--- config.mk ---
export PLATFORM = sky130hd
export DESIGN_NAME = breaker_failure_stage
export DESIGN_NICKNAME = d
export VERILOG_FILES = /design/src/core/bf_pkg.sv /design/src/core/bf_ms_tick.sv /design/src/core/breaker_failure_stage.sv
export SDC_FILE = /design/constraint.sdc
export NUM_CORES = 1
export LEC_CHECK = 0
export ABC_AREA = 1
export BUFFER_PORTS_ARGS = -buffer_cell sky130_fd_sc_hd__buf_2
export CAP_MARGIN = 10
export CORE_UTILIZATION = 34
export DETAILED_ROUTE_END_ITERATION = 8
export GPL_TIMING_DRIVEN = 0
export SLEW_MARGIN = 10
export SYNTH_ARGS = -nofsm -noshare
export SYNTH_HDL_FRONTEND = slang
export SYNTH_SLANG_ARGS = --single-unit
--- constraint.sdc ---
create_clock -name clk_i -period 3.73 [get_ports clk_i]
set_input_delay 0.1865 -clock clk_i [delete_from_list [all_inputs] [get_ports clk_i]]
set_output_delay 0.1865 -clock clk_i [all_outputs]
set_load 0.005 [all_outputs]
--- src/core/bf_pkg.sv ---
// Package: register map, field layout, reset values and timing for the breaker failure stage
package bf_pkg;
	// Register byte offsets
	localparam logic [7:0] REG_CTRL = 8'h00;
	localparam logic [7:0] REG_COND_SEL = 8'h04;
	localparam logic [7:0] REG_RELEASE = 8'h08;
	localparam logic [7:0] REG_DELAY = 8'h0C;
	localparam logic [7:0] REG_PH_ZC = 8'h10;
	localparam logic [7:0] REG_EF_ZC = 8'h14;
	localparam logic [7:0] REG_STATUS = 8'h18;
	localparam logic [7:0] REG_IRQ_STAT = 8'h1C;
	localparam logic [7:0] REG_IRQ_MASK = 8'h20;
	localparam logic [7:0] REG_START_CNT = 8'h24;
	localparam logic [7:0] REG_TRIP_CNT = 8'h28;
	localparam logic [7:0] REG_EF_SRC = 8'h2C;

	// Control register fields
	localparam int CTRL_ENABLE = 0;
	localparam int CTRL_EV_START_ON = 1;
	localparam int CTRL_EV_START_OFF = 2;
	localparam int CTRL_EV_TRIP_ON = 3;
	localparam int CTRL_EV_TRIP_OFF = 4;
	localparam int CTRL_CLR_START = 8;
	localparam int CTRL_CLR_TRIP = 9;

	// Release register: one byte per condition selector
	localparam int REL_MON = 0;
	localparam int REL_CB = 1;
	localparam int REL_ZC = 2;
	localparam int REL_BYTE = 8;

	// Status register fields
	localparam int STAT_START = 0;
	localparam int STAT_TRIP = 1;
	localparam int STAT_BLOCK = 2;

	// Event bits in status and mask
	localparam int EV_START_ON = 0;
	localparam int EV_START_OFF = 1;
	localparam int EV_TRIP_ON = 2;
	localparam int EV_TRIP_OFF = 3;
	localparam int EV_W = 4;

	// Condition selector count and per selector width
	localparam int NUM_COND = 4;
	localparam int SRC_W = 32;

	// Delay limits in milliseconds and ms tick
	localparam int DELAY_MIN_MS = 40;
	localparam int DELAY_MAX_MS = 200;
	localparam int CLK_HZ = 125_000_000;
	localparam int MS_CYCLES = CLK_HZ / 1000;

	// Zero current limits; phase in 0.01 x In, earth fault in 0.001 pu
	localparam logic [15:0] PH_ZC_MIN = 16'h0005;
	localparam logic [15:0] PH_ZC_MAX = 16'h0014;
	localparam logic [15:0] EF_ZC_STEP_MIN_STD = 16'h0005;
	localparam logic [15:0] EF_ZC_MIN_CORE = 16'h0032;
	localparam logic [15:0] EF_ZC_MAX_STD = 16'h1F40;
	localparam logic [15:0] EF_ZC_MAX_CALC = 16'h4E20;

	// Earth fault residual source codes
	localparam logic [1:0] EF_SRC_STD = 2'h0;
	localparam logic [1:0] EF_SRC_CORE = 2'h1;
	localparam logic [1:0] EF_SRC_CALC = 2'h2;

	// Reset values
	localparam logic [31:0] CTRL_RST = 32'h0000_0000;
	localparam logic [31:0] RELEASE_RST = 32'h0000_0000;
	localparam logic [7:0] DELAY_RST = 8'h64;
	localparam logic [15:0] PH_ZC_RST = 16'h000A;
	localparam logic [15:0] EF_ZC_RST = 16'h0032;
	localparam logic [15:0] CNT_W16_ZERO = 16'h0000;
endpackage : bf_pkg

--- src/core/bf_ms_tick.sv ---
// Millisecond enable pulse divider
`timescale 1ns/1ps
module bf_ms_tick
	import bf_pkg::*;
#(
	parameter int DIV = MS_CYCLES
) (
	// Clock and reset
	input wire logic clk_i,
	input wire logic rst_i,
	// Tick
	output logic tick_o
);
	if (DIV < 2) begin : g_bad_div
		$error("bf_ms_tick: DIV must be at least 2");
	end

	logic [31:0] cnt_r;

	always_ff @(posedge clk_i) begin
		if (rst_i) begin
			cnt_r <= 32'h0000_0000;
		end else if (cnt_r == 32'(DIV - 1)) begin
			cnt_r <= 32'h0000_0000;
		end else begin
			cnt_r <= cnt_r + 32'h0000_0001;
		end
	end

	assign tick_o = (cnt_r == 32'(DIV - 1));
endmodule : bf_ms_tick

--- src/core/breaker_failure_stage.sv ---
// Breaker failure supervision stage with Wishbone register slave
// Notes on behaviour
// - Each selector has its own release criteria
// - No criteria selected: release on stage dropout
// - Several criteria: release only when all true
// - Selector three releases by breaker or dropout
// - Selector three takes voltage, power, frequency starts
// - Selector four takes contacts and input signals
// - Timer starts when selected start becomes active
// - Delay expired: trip out and event logged
// - Operate delay settable 40 to 200 ms
// - Zero current needs every phase below threshold
// - Phase threshold 0.05 to 0.2 nominal
// - Earth threshold 0.001 steps, range by source
// - Start and trip counters, separately clearable
// - Starts only while enabled and start persists
// - Block pauses timer, forces start and trip outputs inactive
// - Four events each individually enabled
// - Zero current release only selectors one, two
//
// Local design decisions: the Wishbone slave port and the register addresses.
`timescale 1ns/1ps
module breaker_failure_stage
	import bf_pkg::*;
#(
	parameter int MS_DIV = MS_CYCLES,
	parameter int CNT_W = 16
) (
	// Clock and reset
	input wire logic clk_i,
	input wire logic rst_i,
	// Wishbone slave
	input wire logic cyc_i,
	input wire logic stb_i,
	input wire logic we_i,
	input wire logic [7:0] adr_i,
	input wire logic [3:0] sel_i,
	input wire logic [31:0] dat_i,
	output logic [31:0] dat_o,
	output logic ack_o,
	// Start sources: 0 phase, 1 earth, 2 voltage/power/freq, 3 contacts/inputs
	input wire logic [SRC_W-1:0] start_src_i [NUM_COND],
	// Breaker open status, one per selector
	input wire logic [NUM_COND-1:0] cb_open_i,
	// Phase and earth fault currents in the threshold units
	input wire logic [15:0] phase_cur_i [3],
	input wire logic [15:0] ef_cur_i,
	// Block from the block matrix
	input wire logic block_i,
	// Outputs toward the output matrix
	output logic start_o,
	output logic trip_o,
	output logic irq_o
);
	if (CNT_W < 1 || CNT_W > 32) begin : g_bad_cnt_w
		$error("breaker_failure_stage: CNT_W out of range");
	end

	////////////////////////////////////////////////////////////////////////
	typedef struct packed {
		logic [31:0] ctrl;
		logic [SRC_W*NUM_COND-1:0] cond_sel;
		logic [31:0] release_cfg;
		logic [7:0] delay_ms;
		logic [15:0] ph_zc;
		logic [15:0] ef_zc;
		logic [1:0] ef_src;
		logic [EV_W-1:0] irq_stat;
		logic [EV_W-1:0] irq_mask;
		logic [CNT_W-1:0] start_cnt;
		logic [CNT_W-1:0] trip_cnt;
		logic started;
		logic tripped;
		logic [7:0] elapsed_ms;
		logic ack;
		logic [31:0] rdata;
	} state_t;

	state_t st_r;
	state_t st_nxt;
	logic ms_tick;

	bf_ms_tick #(
		.DIV(MS_DIV)
	) u_tick (
		.clk_i(clk_i),
		.rst_i(rst_i),
		.tick_o(ms_tick)
	);

	////////////////////////////////////////////////////////////////////////
	// Per selector start and release terms
	logic [NUM_COND-1:0] cond_active;
	logic [NUM_COND-1:0] cond_release;
	logic zero_cur;

	// Every phase and the residual must sit below their pick-up
	assign zero_cur = (phase_cur_i[0] < st_r.ph_zc) && (phase_cur_i[1] < st_r.ph_zc)
		&& (phase_cur_i[2] < st_r.ph_zc) && (ef_cur_i < st_r.ef_zc);

	for (genvar g = 0; g < NUM_COND; g++) begin : g_cond
			logic [7:0] rel;
			logic use_zc;
			logic use_cb;
			logic use_mon;
			assign rel = st_r.release_cfg[g*REL_BYTE +: REL_BYTE];
			// Zero current exists only on the first two selectors
			assign use_zc = (g < 2) ? rel[REL_ZC] : 1'b0;
			// Selector four releases only on its monitored signals
			assign use_cb = (g == 3) ? 1'b0 : rel[REL_CB];
			// Fall back to dropout when nothing else is chosen; selector four always drops out
			assign use_mon = rel[REL_MON] || !(use_zc || use_cb);
			// Selector three and four source lists are their own inputs
			assign cond_active[g] = |(start_src_i[g] & st_r.cond_sel[g*SRC_W +: SRC_W]);
			// All enabled criteria must hold together
			assign cond_release[g] = (!use_mon || !cond_active[g])
				&& (!use_cb || cb_open_i[g]) && (!use_zc || zero_cur);
	end

	logic any_start;
	logic do_release;
	logic [NUM_COND-1:0] rel_sel;
	logic sel_any;

	assign any_start = |cond_active;
	// Selectors in use: those with a start source chosen
	always_comb begin
		for (int i = 0; i < NUM_COND; i++) begin
			rel_sel[i] = |st_r.cond_sel[i*SRC_W +: SRC_W];
		end
	end
	assign sel_any = |rel_sel;
	assign do_release = sel_any && &(cond_release | ~rel_sel);

	////////////////////////////////////////////////////////////////////////
	// Register write helper with byte enables
	function automatic logic [31:0] wmask(input logic [31:0] old, input logic [31:0] nw,
			input logic [3:0] be);
		logic [31:0] r;
		r = old;
		for (int b = 0; b < 4; b++) begin
			if (be[b]) begin
				r[b*8 +: 8] = nw[b*8 +: 8];
			end
		end
		return r;
	endfunction : wmask

	// Clamp the delay into its legal range
	function automatic logic [7:0] clamp_delay(input logic [7:0] d);
		if (d < 8'(DELAY_MIN_MS)) begin
			return 8'(DELAY_MIN_MS);
		end else if (d > 8'(DELAY_MAX_MS)) begin
			return 8'(DELAY_MAX_MS);
		end
		return d;
	endfunction : clamp_delay

	// Clamp a threshold between limits
	function automatic logic [15:0] clamp16(input logic [15:0] v, input logic [15:0] lo,
			input logic [15:0] hi);
		if (v < lo) begin
			return lo;
		end else if (v > hi) begin
			return hi;
		end
		return v;
	endfunction : clamp16

	////////////////////////////////////////////////////////////////////////
	logic req;
	logic wr;
	logic [31:0] w;
	logic [15:0] ef_lo;
	logic [15:0] ef_hi;
	logic [EV_W-1:0] ev;
	logic [EV_W-1:0] ev_clr;
	logic timer_done;

	assign req = cyc_i && stb_i && !st_r.ack;
	assign wr = req && we_i;
	assign timer_done = (st_r.elapsed_ms >= st_r.delay_ms);

	always_comb begin
		st_nxt = st_r;
		ev = '0;
		ev_clr = '0;
		w = 32'h0000_0000;
		ef_lo = EF_ZC_STEP_MIN_STD;
		ef_hi = EF_ZC_MAX_STD;
		st_nxt.ack = req;

		// Sequence: start, timing, trip, release
		if (!st_r.ctrl[CTRL_ENABLE]) begin
			if (st_r.started) begin
				ev[EV_START_OFF] = 1'b1;
			end
			if (st_r.tripped) begin
				ev[EV_TRIP_OFF] = 1'b1;
			end
			st_nxt.started = 1'b0;
			st_nxt.tripped = 1'b0;
			st_nxt.elapsed_ms = 8'h00;
		end else if (!st_r.started) begin
			if (any_start) begin
				st_nxt.started = 1'b1;
				st_nxt.elapsed_ms = 8'h00;
				ev[EV_START_ON] = 1'b1;
				st_nxt.start_cnt = st_r.start_cnt + CNT_W'(1);
			end
		end else if (do_release) begin
			st_nxt.started = 1'b0;
			st_nxt.tripped = 1'b0;
			st_nxt.elapsed_ms = 8'h00;
			ev[EV_START_OFF] = 1'b1;
			ev[EV_TRIP_OFF] = st_r.tripped;
		end else if (!block_i) begin
			if (timer_done && !st_r.tripped) begin
				st_nxt.tripped = 1'b1;
				ev[EV_TRIP_ON] = 1'b1;
				st_nxt.trip_cnt = st_r.trip_cnt + CNT_W'(1);
			end else if (ms_tick && !timer_done) begin
				st_nxt.elapsed_ms = st_r.elapsed_ms + 8'h01;
			end
		end

		// Event enables gate logging
		ev = ev & {st_r.ctrl[CTRL_EV_TRIP_OFF], st_r.ctrl[CTRL_EV_TRIP_ON],
			st_r.ctrl[CTRL_EV_START_OFF], st_r.ctrl[CTRL_EV_START_ON]};

		// Register writes
		if (wr) begin
			case (adr_i)
				REG_CTRL: begin
					w = wmask(st_r.ctrl, dat_i, sel_i);
					st_nxt.ctrl = w;
					st_nxt.ctrl[CTRL_CLR_START] = 1'b0;
					st_nxt.ctrl[CTRL_CLR_TRIP] = 1'b0;
					if (w[CTRL_CLR_START]) begin
						st_nxt.start_cnt = '0;
					end
					if (w[CTRL_CLR_TRIP]) begin
						st_nxt.trip_cnt = '0;
					end
				end
				REG_COND_SEL: begin
					for (int i = 0; i < NUM_COND; i++) begin
						if (sel_i[i]) begin
							st_nxt.cond_sel[i*SRC_W +: 8] = dat_i[i*8 +: 8];
						end
					end
				end
				REG_RELEASE: st_nxt.release_cfg = wmask(st_r.release_cfg, dat_i, sel_i);
				REG_DELAY: begin
					if (sel_i[0]) begin
						st_nxt.delay_ms = clamp_delay(dat_i[7:0]);
					end
				end
				REG_PH_ZC: begin
					w = wmask({16'h0000, st_r.ph_zc}, dat_i, sel_i);
					st_nxt.ph_zc = clamp16(w[15:0], PH_ZC_MIN, PH_ZC_MAX);
				end
				REG_EF_ZC: begin
					if (st_r.ef_src == EF_SRC_CORE) begin
						ef_lo = EF_ZC_MIN_CORE;
					end else if (st_r.ef_src == EF_SRC_CALC) begin
						ef_hi = EF_ZC_MAX_CALC;
					end
					w = wmask({16'h0000, st_r.ef_zc}, dat_i, sel_i);
					st_nxt.ef_zc = clamp16(w[15:0], ef_lo, ef_hi);
				end
				REG_EF_SRC: begin
					if (sel_i[0]) begin
						st_nxt.ef_src = dat_i[1:0];
					end
				end
				REG_IRQ_STAT: begin
					if (sel_i[0]) begin
						ev_clr = dat_i[EV_W-1:0];
					end
				end
				REG_IRQ_MASK: begin
					if (sel_i[0]) begin
						st_nxt.irq_mask = dat_i[EV_W-1:0];
					end
				end
				default: ;
			endcase
		end
		// New events win over a clear in the same cycle
		st_nxt.irq_stat = (st_r.irq_stat & ~ev_clr) | ev;

		// Register reads
		st_nxt.rdata = 32'h0000_0000;
		if (req && !we_i) begin
			case (adr_i)
				REG_CTRL: st_nxt.rdata = st_r.ctrl;
				REG_COND_SEL: begin
					for (int i = 0; i < NUM_COND; i++) begin
						st_nxt.rdata[i*8 +: 8] = st_r.cond_sel[i*SRC_W +: 8];
					end
				end
				REG_RELEASE: st_nxt.rdata = st_r.release_cfg;
				REG_DELAY: st_nxt.rdata = {24'h000000, st_r.delay_ms};
				REG_PH_ZC: st_nxt.rdata = {16'h0000, st_r.ph_zc};
				REG_EF_ZC: st_nxt.rdata = {16'h0000, st_r.ef_zc};
				REG_EF_SRC: st_nxt.rdata = {30'h00000000, st_r.ef_src};
				REG_STATUS: st_nxt.rdata = {29'h00000000, block_i, st_r.tripped, st_r.started};
				REG_IRQ_STAT: st_nxt.rdata = {28'h0000000, st_r.irq_stat};
				REG_IRQ_MASK: st_nxt.rdata = {28'h0000000, st_r.irq_mask};
				REG_START_CNT: st_nxt.rdata = 32'(st_r.start_cnt);
				REG_TRIP_CNT: st_nxt.rdata = 32'(st_r.trip_cnt);
				default: st_nxt.rdata = 32'h0000_0000;
			endcase
		end
	end

	always_ff @(posedge clk_i) begin
		if (rst_i) begin
			st_r <= '0;
			st_r.ctrl <= CTRL_RST;
			st_r.release_cfg <= RELEASE_RST;
			st_r.delay_ms <= DELAY_RST;
			st_r.ph_zc <= PH_ZC_RST;
			st_r.ef_zc <= EF_ZC_RST;
		end else begin
			st_r <= st_nxt;
		end
	end

	////////////////////////////////////////////////////////////////////////
	// Start and trip outputs forced inactive while blocked
	assign start_o = st_r.started && !block_i;
	assign trip_o = st_r.tripped && !block_i;
	assign irq_o = |(st_r.irq_stat & st_r.irq_mask);
	assign ack_o = st_r.ack;
	assign dat_o = st_r.rdata;
endmodule : breaker_failure_stage

==> flow_metrics.tcl <==
set metrics [dict create \
    outcome "finished, final reports clean" \
    dr.pass1.iters 5 \
    fin_ws_ps 577 \
    synth_xor_area_frac 0.0106 \
    drive_above_1_share 0.162 \
    ys_types 56 \
    fin_crit_ps 3150 \
    drv_cap 0 \
    path_cells "inv_1, ha_1, nand2_1, nand3_1, nor2_1, nand2_1, nor2_1, nand3_1, nor2_1, nand3_1, nand2_1, nand2_1, nand2_2, nand4_1, nand2_2, nand2_2, o21ai_0, nor2_1" \
    num-nets-final 2571 \
    worst-path-buf-inv 1 \
    cts_hold_buf 34 \
    hold_path_class "in2reg" \
    synthSimpleGateAreaFrac 0.260 \
    start_kind "register" \
    postRouteAntennaNets 0 \
    synth_fp_nets 2325 \
    dieArea_mm2 0.0422 \
    grt_pass1_wl_mm 73.2 \
    die_w_um 205 \
    numCtsBuffers 28 \
    cts-root-buf "clkbuf_16" \
    rows 74 \
    globalRouteOverflowTotal 0 \
    worst_pin_slew_ps 878 \
    rsz0062_at_grt "false" \
    hpwl_mm 37.3 \
    drt_iter0_markers 1097 \
    vias_per_cell 5.08 \
    skew_ps 42.4 \
    cts_buffer_depth 3 \
    ctsResizeCount 0 \
    antenna_found_initial 4 \
    critPathKind "reg2reg" \
    synth_seq_area_share 0.357 \
    async_flop_share 0 \
    synth_fa_ha_area_frac 0.0720 \
    finalNonFillerCells 2800 \
    htreeDepth 1 \
    synth_compound_area_frac 0.185 \
    cp-end-kind "register" \
    fmax_mhz 317 \
    wirelength_mm 47.2 \
    synthToLayoutAreaGrowth_pct 20.5 \
    slowest_stage "dfxtp_1" \
    finalSetupTns_ps 0 \
    cp_top_family "simple AND/OR/NAND/NOR gates" \
    final-setup-viol-count 0 \
    critPathMaxFanout 9 \
    post-place-ws_ps 670 \
    gp_congestion 0.962 \
    cts_tree "yes" \
    synth_edf_count 0 \
    fin_crit_sh 0.845 \
    fp.dieH_um 205 \
    via_count 14200 \
    leakagePower_uw 0.00705 \
    post_cts_buffers 0 \
    drc_errors 0 \
    synthMuxAreaShare 0 \
    cts.clk_slew.worst_paths_ps 60 \
    synth_warnings 0 \
    ios 282 \
    placed_cells 2712 \
    globalRouteTotalUtil 0.222 \
    portBuffers 182 \
    synth_top_family_by_area "simple AND/OR/NAND/NOR gates" \
    syn_avg_cell_area_um2 7.04 \
    synth_flop_cell "dfxtp_1" \
    slowest_delay_ps 390 \
    cp_data_required_time_ps 4170 \
    wl_per_cell_um 16.9 \
    synth_cells 1998 \
    p_per_area_mw_per_mm2 354 \
    syn_area_mm2 0.0141 \
    ys_seq_elements 251 \
    final_util 0.415 \
    grt_pass1_vias 13500 \
    coreArea_mm2 0.0408 \
    cp.arrival_ps 3590 \
    timing.final.hold_violations 0 \
    grt_max_degree 15 \
    insertion_delay_ps 580 \
    ir_drop_uv 312 \
    drv_slew 0 \
    max_slew_margin 0.410 \
    clkSinkCount 251 \
    start_util 0.345 \
]
-- kinds of logic (layout without fill, tap and decap cells) --
logic type / after synthesis / count (layout)
buffers and inverters: 391 / 659
adders and majority gates: 81 / 81
and+or+nand+nor: 813 / 813
xor gates and xnor gates: 17 / 17
AOI/OAI and AO/OA: 445 / 445
other: 0 / 2
DFF: 251 / 251
-- registers in the layout (all words and copies together), names as in the netlist --
| register | flops |
|---|---|
| ack_o | 1 |
| dat_o | 32 |
| g_cond.rel | 32 |
| st_r | 154 |
| u_tick.cnt_r | 32 |
-- through the flow --
step	cell area [um2]	power, uW	hold slack, ps
after global placement	15600	3140	444
after CTS	16900	6040	55.8
after detailed placement	15600	3140	455
final	17000	6000	75.6
after global routing	17000	6220	93.7
after floorplan	14100	2960	314
-- worst register-to-register path: stages (launching register included) --
cell and delay (ps):
dfxtp_1 390, inv_1 120, ha_1 330, nand2_1 80, nand3_1 70, nor2_1 110, nand2_1 60, nor2_1 110
nand3_1 100, nor2_1 110, nand3_1 310, nand2_1 150, nand2_1 70, nand2_2 140, nand4_1 260, nand2_2 250
nand2_2 130, o21ai_0 160, nor2_1 60
-- cell usage in the layout (no fill, tap or decap), types with 6 or more instances in the layout --
master	synthesis	final
a211oi_1	8	8
buf_2	18	200
nor3_1	60	60
nor2_2	8	8
o211ai_1	10	10
nor2_1	222	222
nand2_2	13	13
a21oi_1	182	182
dfxtp_1	251	251
nor3_2	7	7
clkbuf_1	30	38
buf_4	36	36
o21a_1	6	6
nand3_1	67	67
nor2_4	11	11
xor2_1	14	14
a31oi_1	23	23
o21ai_0	120	120
o21ai_1	11	11
a221oi_1	24	24
nand2_1	349	349
nand4_1	34	34
inv_2	19	19
ha_1	81	81
clkbuf_8	0	7
inv_1	284	284
clkbuf_16	0	28
nor4_1	19	19
nand3_2	6	6
o22ai_1	24	24
a22o_1	8	8
dlygate4sd3_1	0	34
-- synthesized netlist by cell type (23+ instances only) --
library cell / number / area (um2)
a31oi_1: 23 / 144
inv_1: 284 / 1070
dfxtp_1: 251 / 5020
nand3_1: 67 / 335
o21ai_0: 120 / 601
nor2_1: 222 / 833
nand4_1: 34 / 213
o22ai_1: 24 / 150
clkbuf_1: 30 / 113
buf_4: 36 / 270
nor3_1: 60 / 300
nand2_1: 349 / 1310
ha_1: 81 / 1010
a221oi_1: 24 / 210
a21oi_1: 182 / 911
-- cell type report --
cell class,count,area [um2]
fillers,4226,23900
multi-input cells,1356,7420
flip-flops and latches,251,5020
repair buffers,216,1250
inverters,307,1150
clock buffers,43,827
well taps,532,666
plain buffers,84,473
clock inverters,9,131
diodes,2,5.00
-- worst paths after layout --
check | slack, ps | to | from | depth (start not counted)
setup / recovery | 580 | st_r[33] | st_r[116] | 18
hold / removal | 80 | st_r[309] | sel_i[3] | 4
setup reg to reg | 580 | st_r[33] | st_r[116] | 18
hold reg to reg | 460 | u_tick.cnt_r[0] | u_tick.cnt_r[0] | 1
-- per-layer routing --
metal,share of wire,GRT usage,up-vias,wire length [um]
met4,0.032,0.0828,2,1530
met3,0.066,0.0309,78,3120
li1,-,-,7117,-
met1,0.45,0.294,6527,21200
met5,0.00036,0,-,17
met2,0.45,0.365,507,21300
-- power by group --
part           switching [uW]  leakage [uW]  internal, uW
clock network            1150      0.000474          1730
logic                     264       0.00456           167
registers                3.18       0.00202          2680
Power figures use the tool's default switching activity.
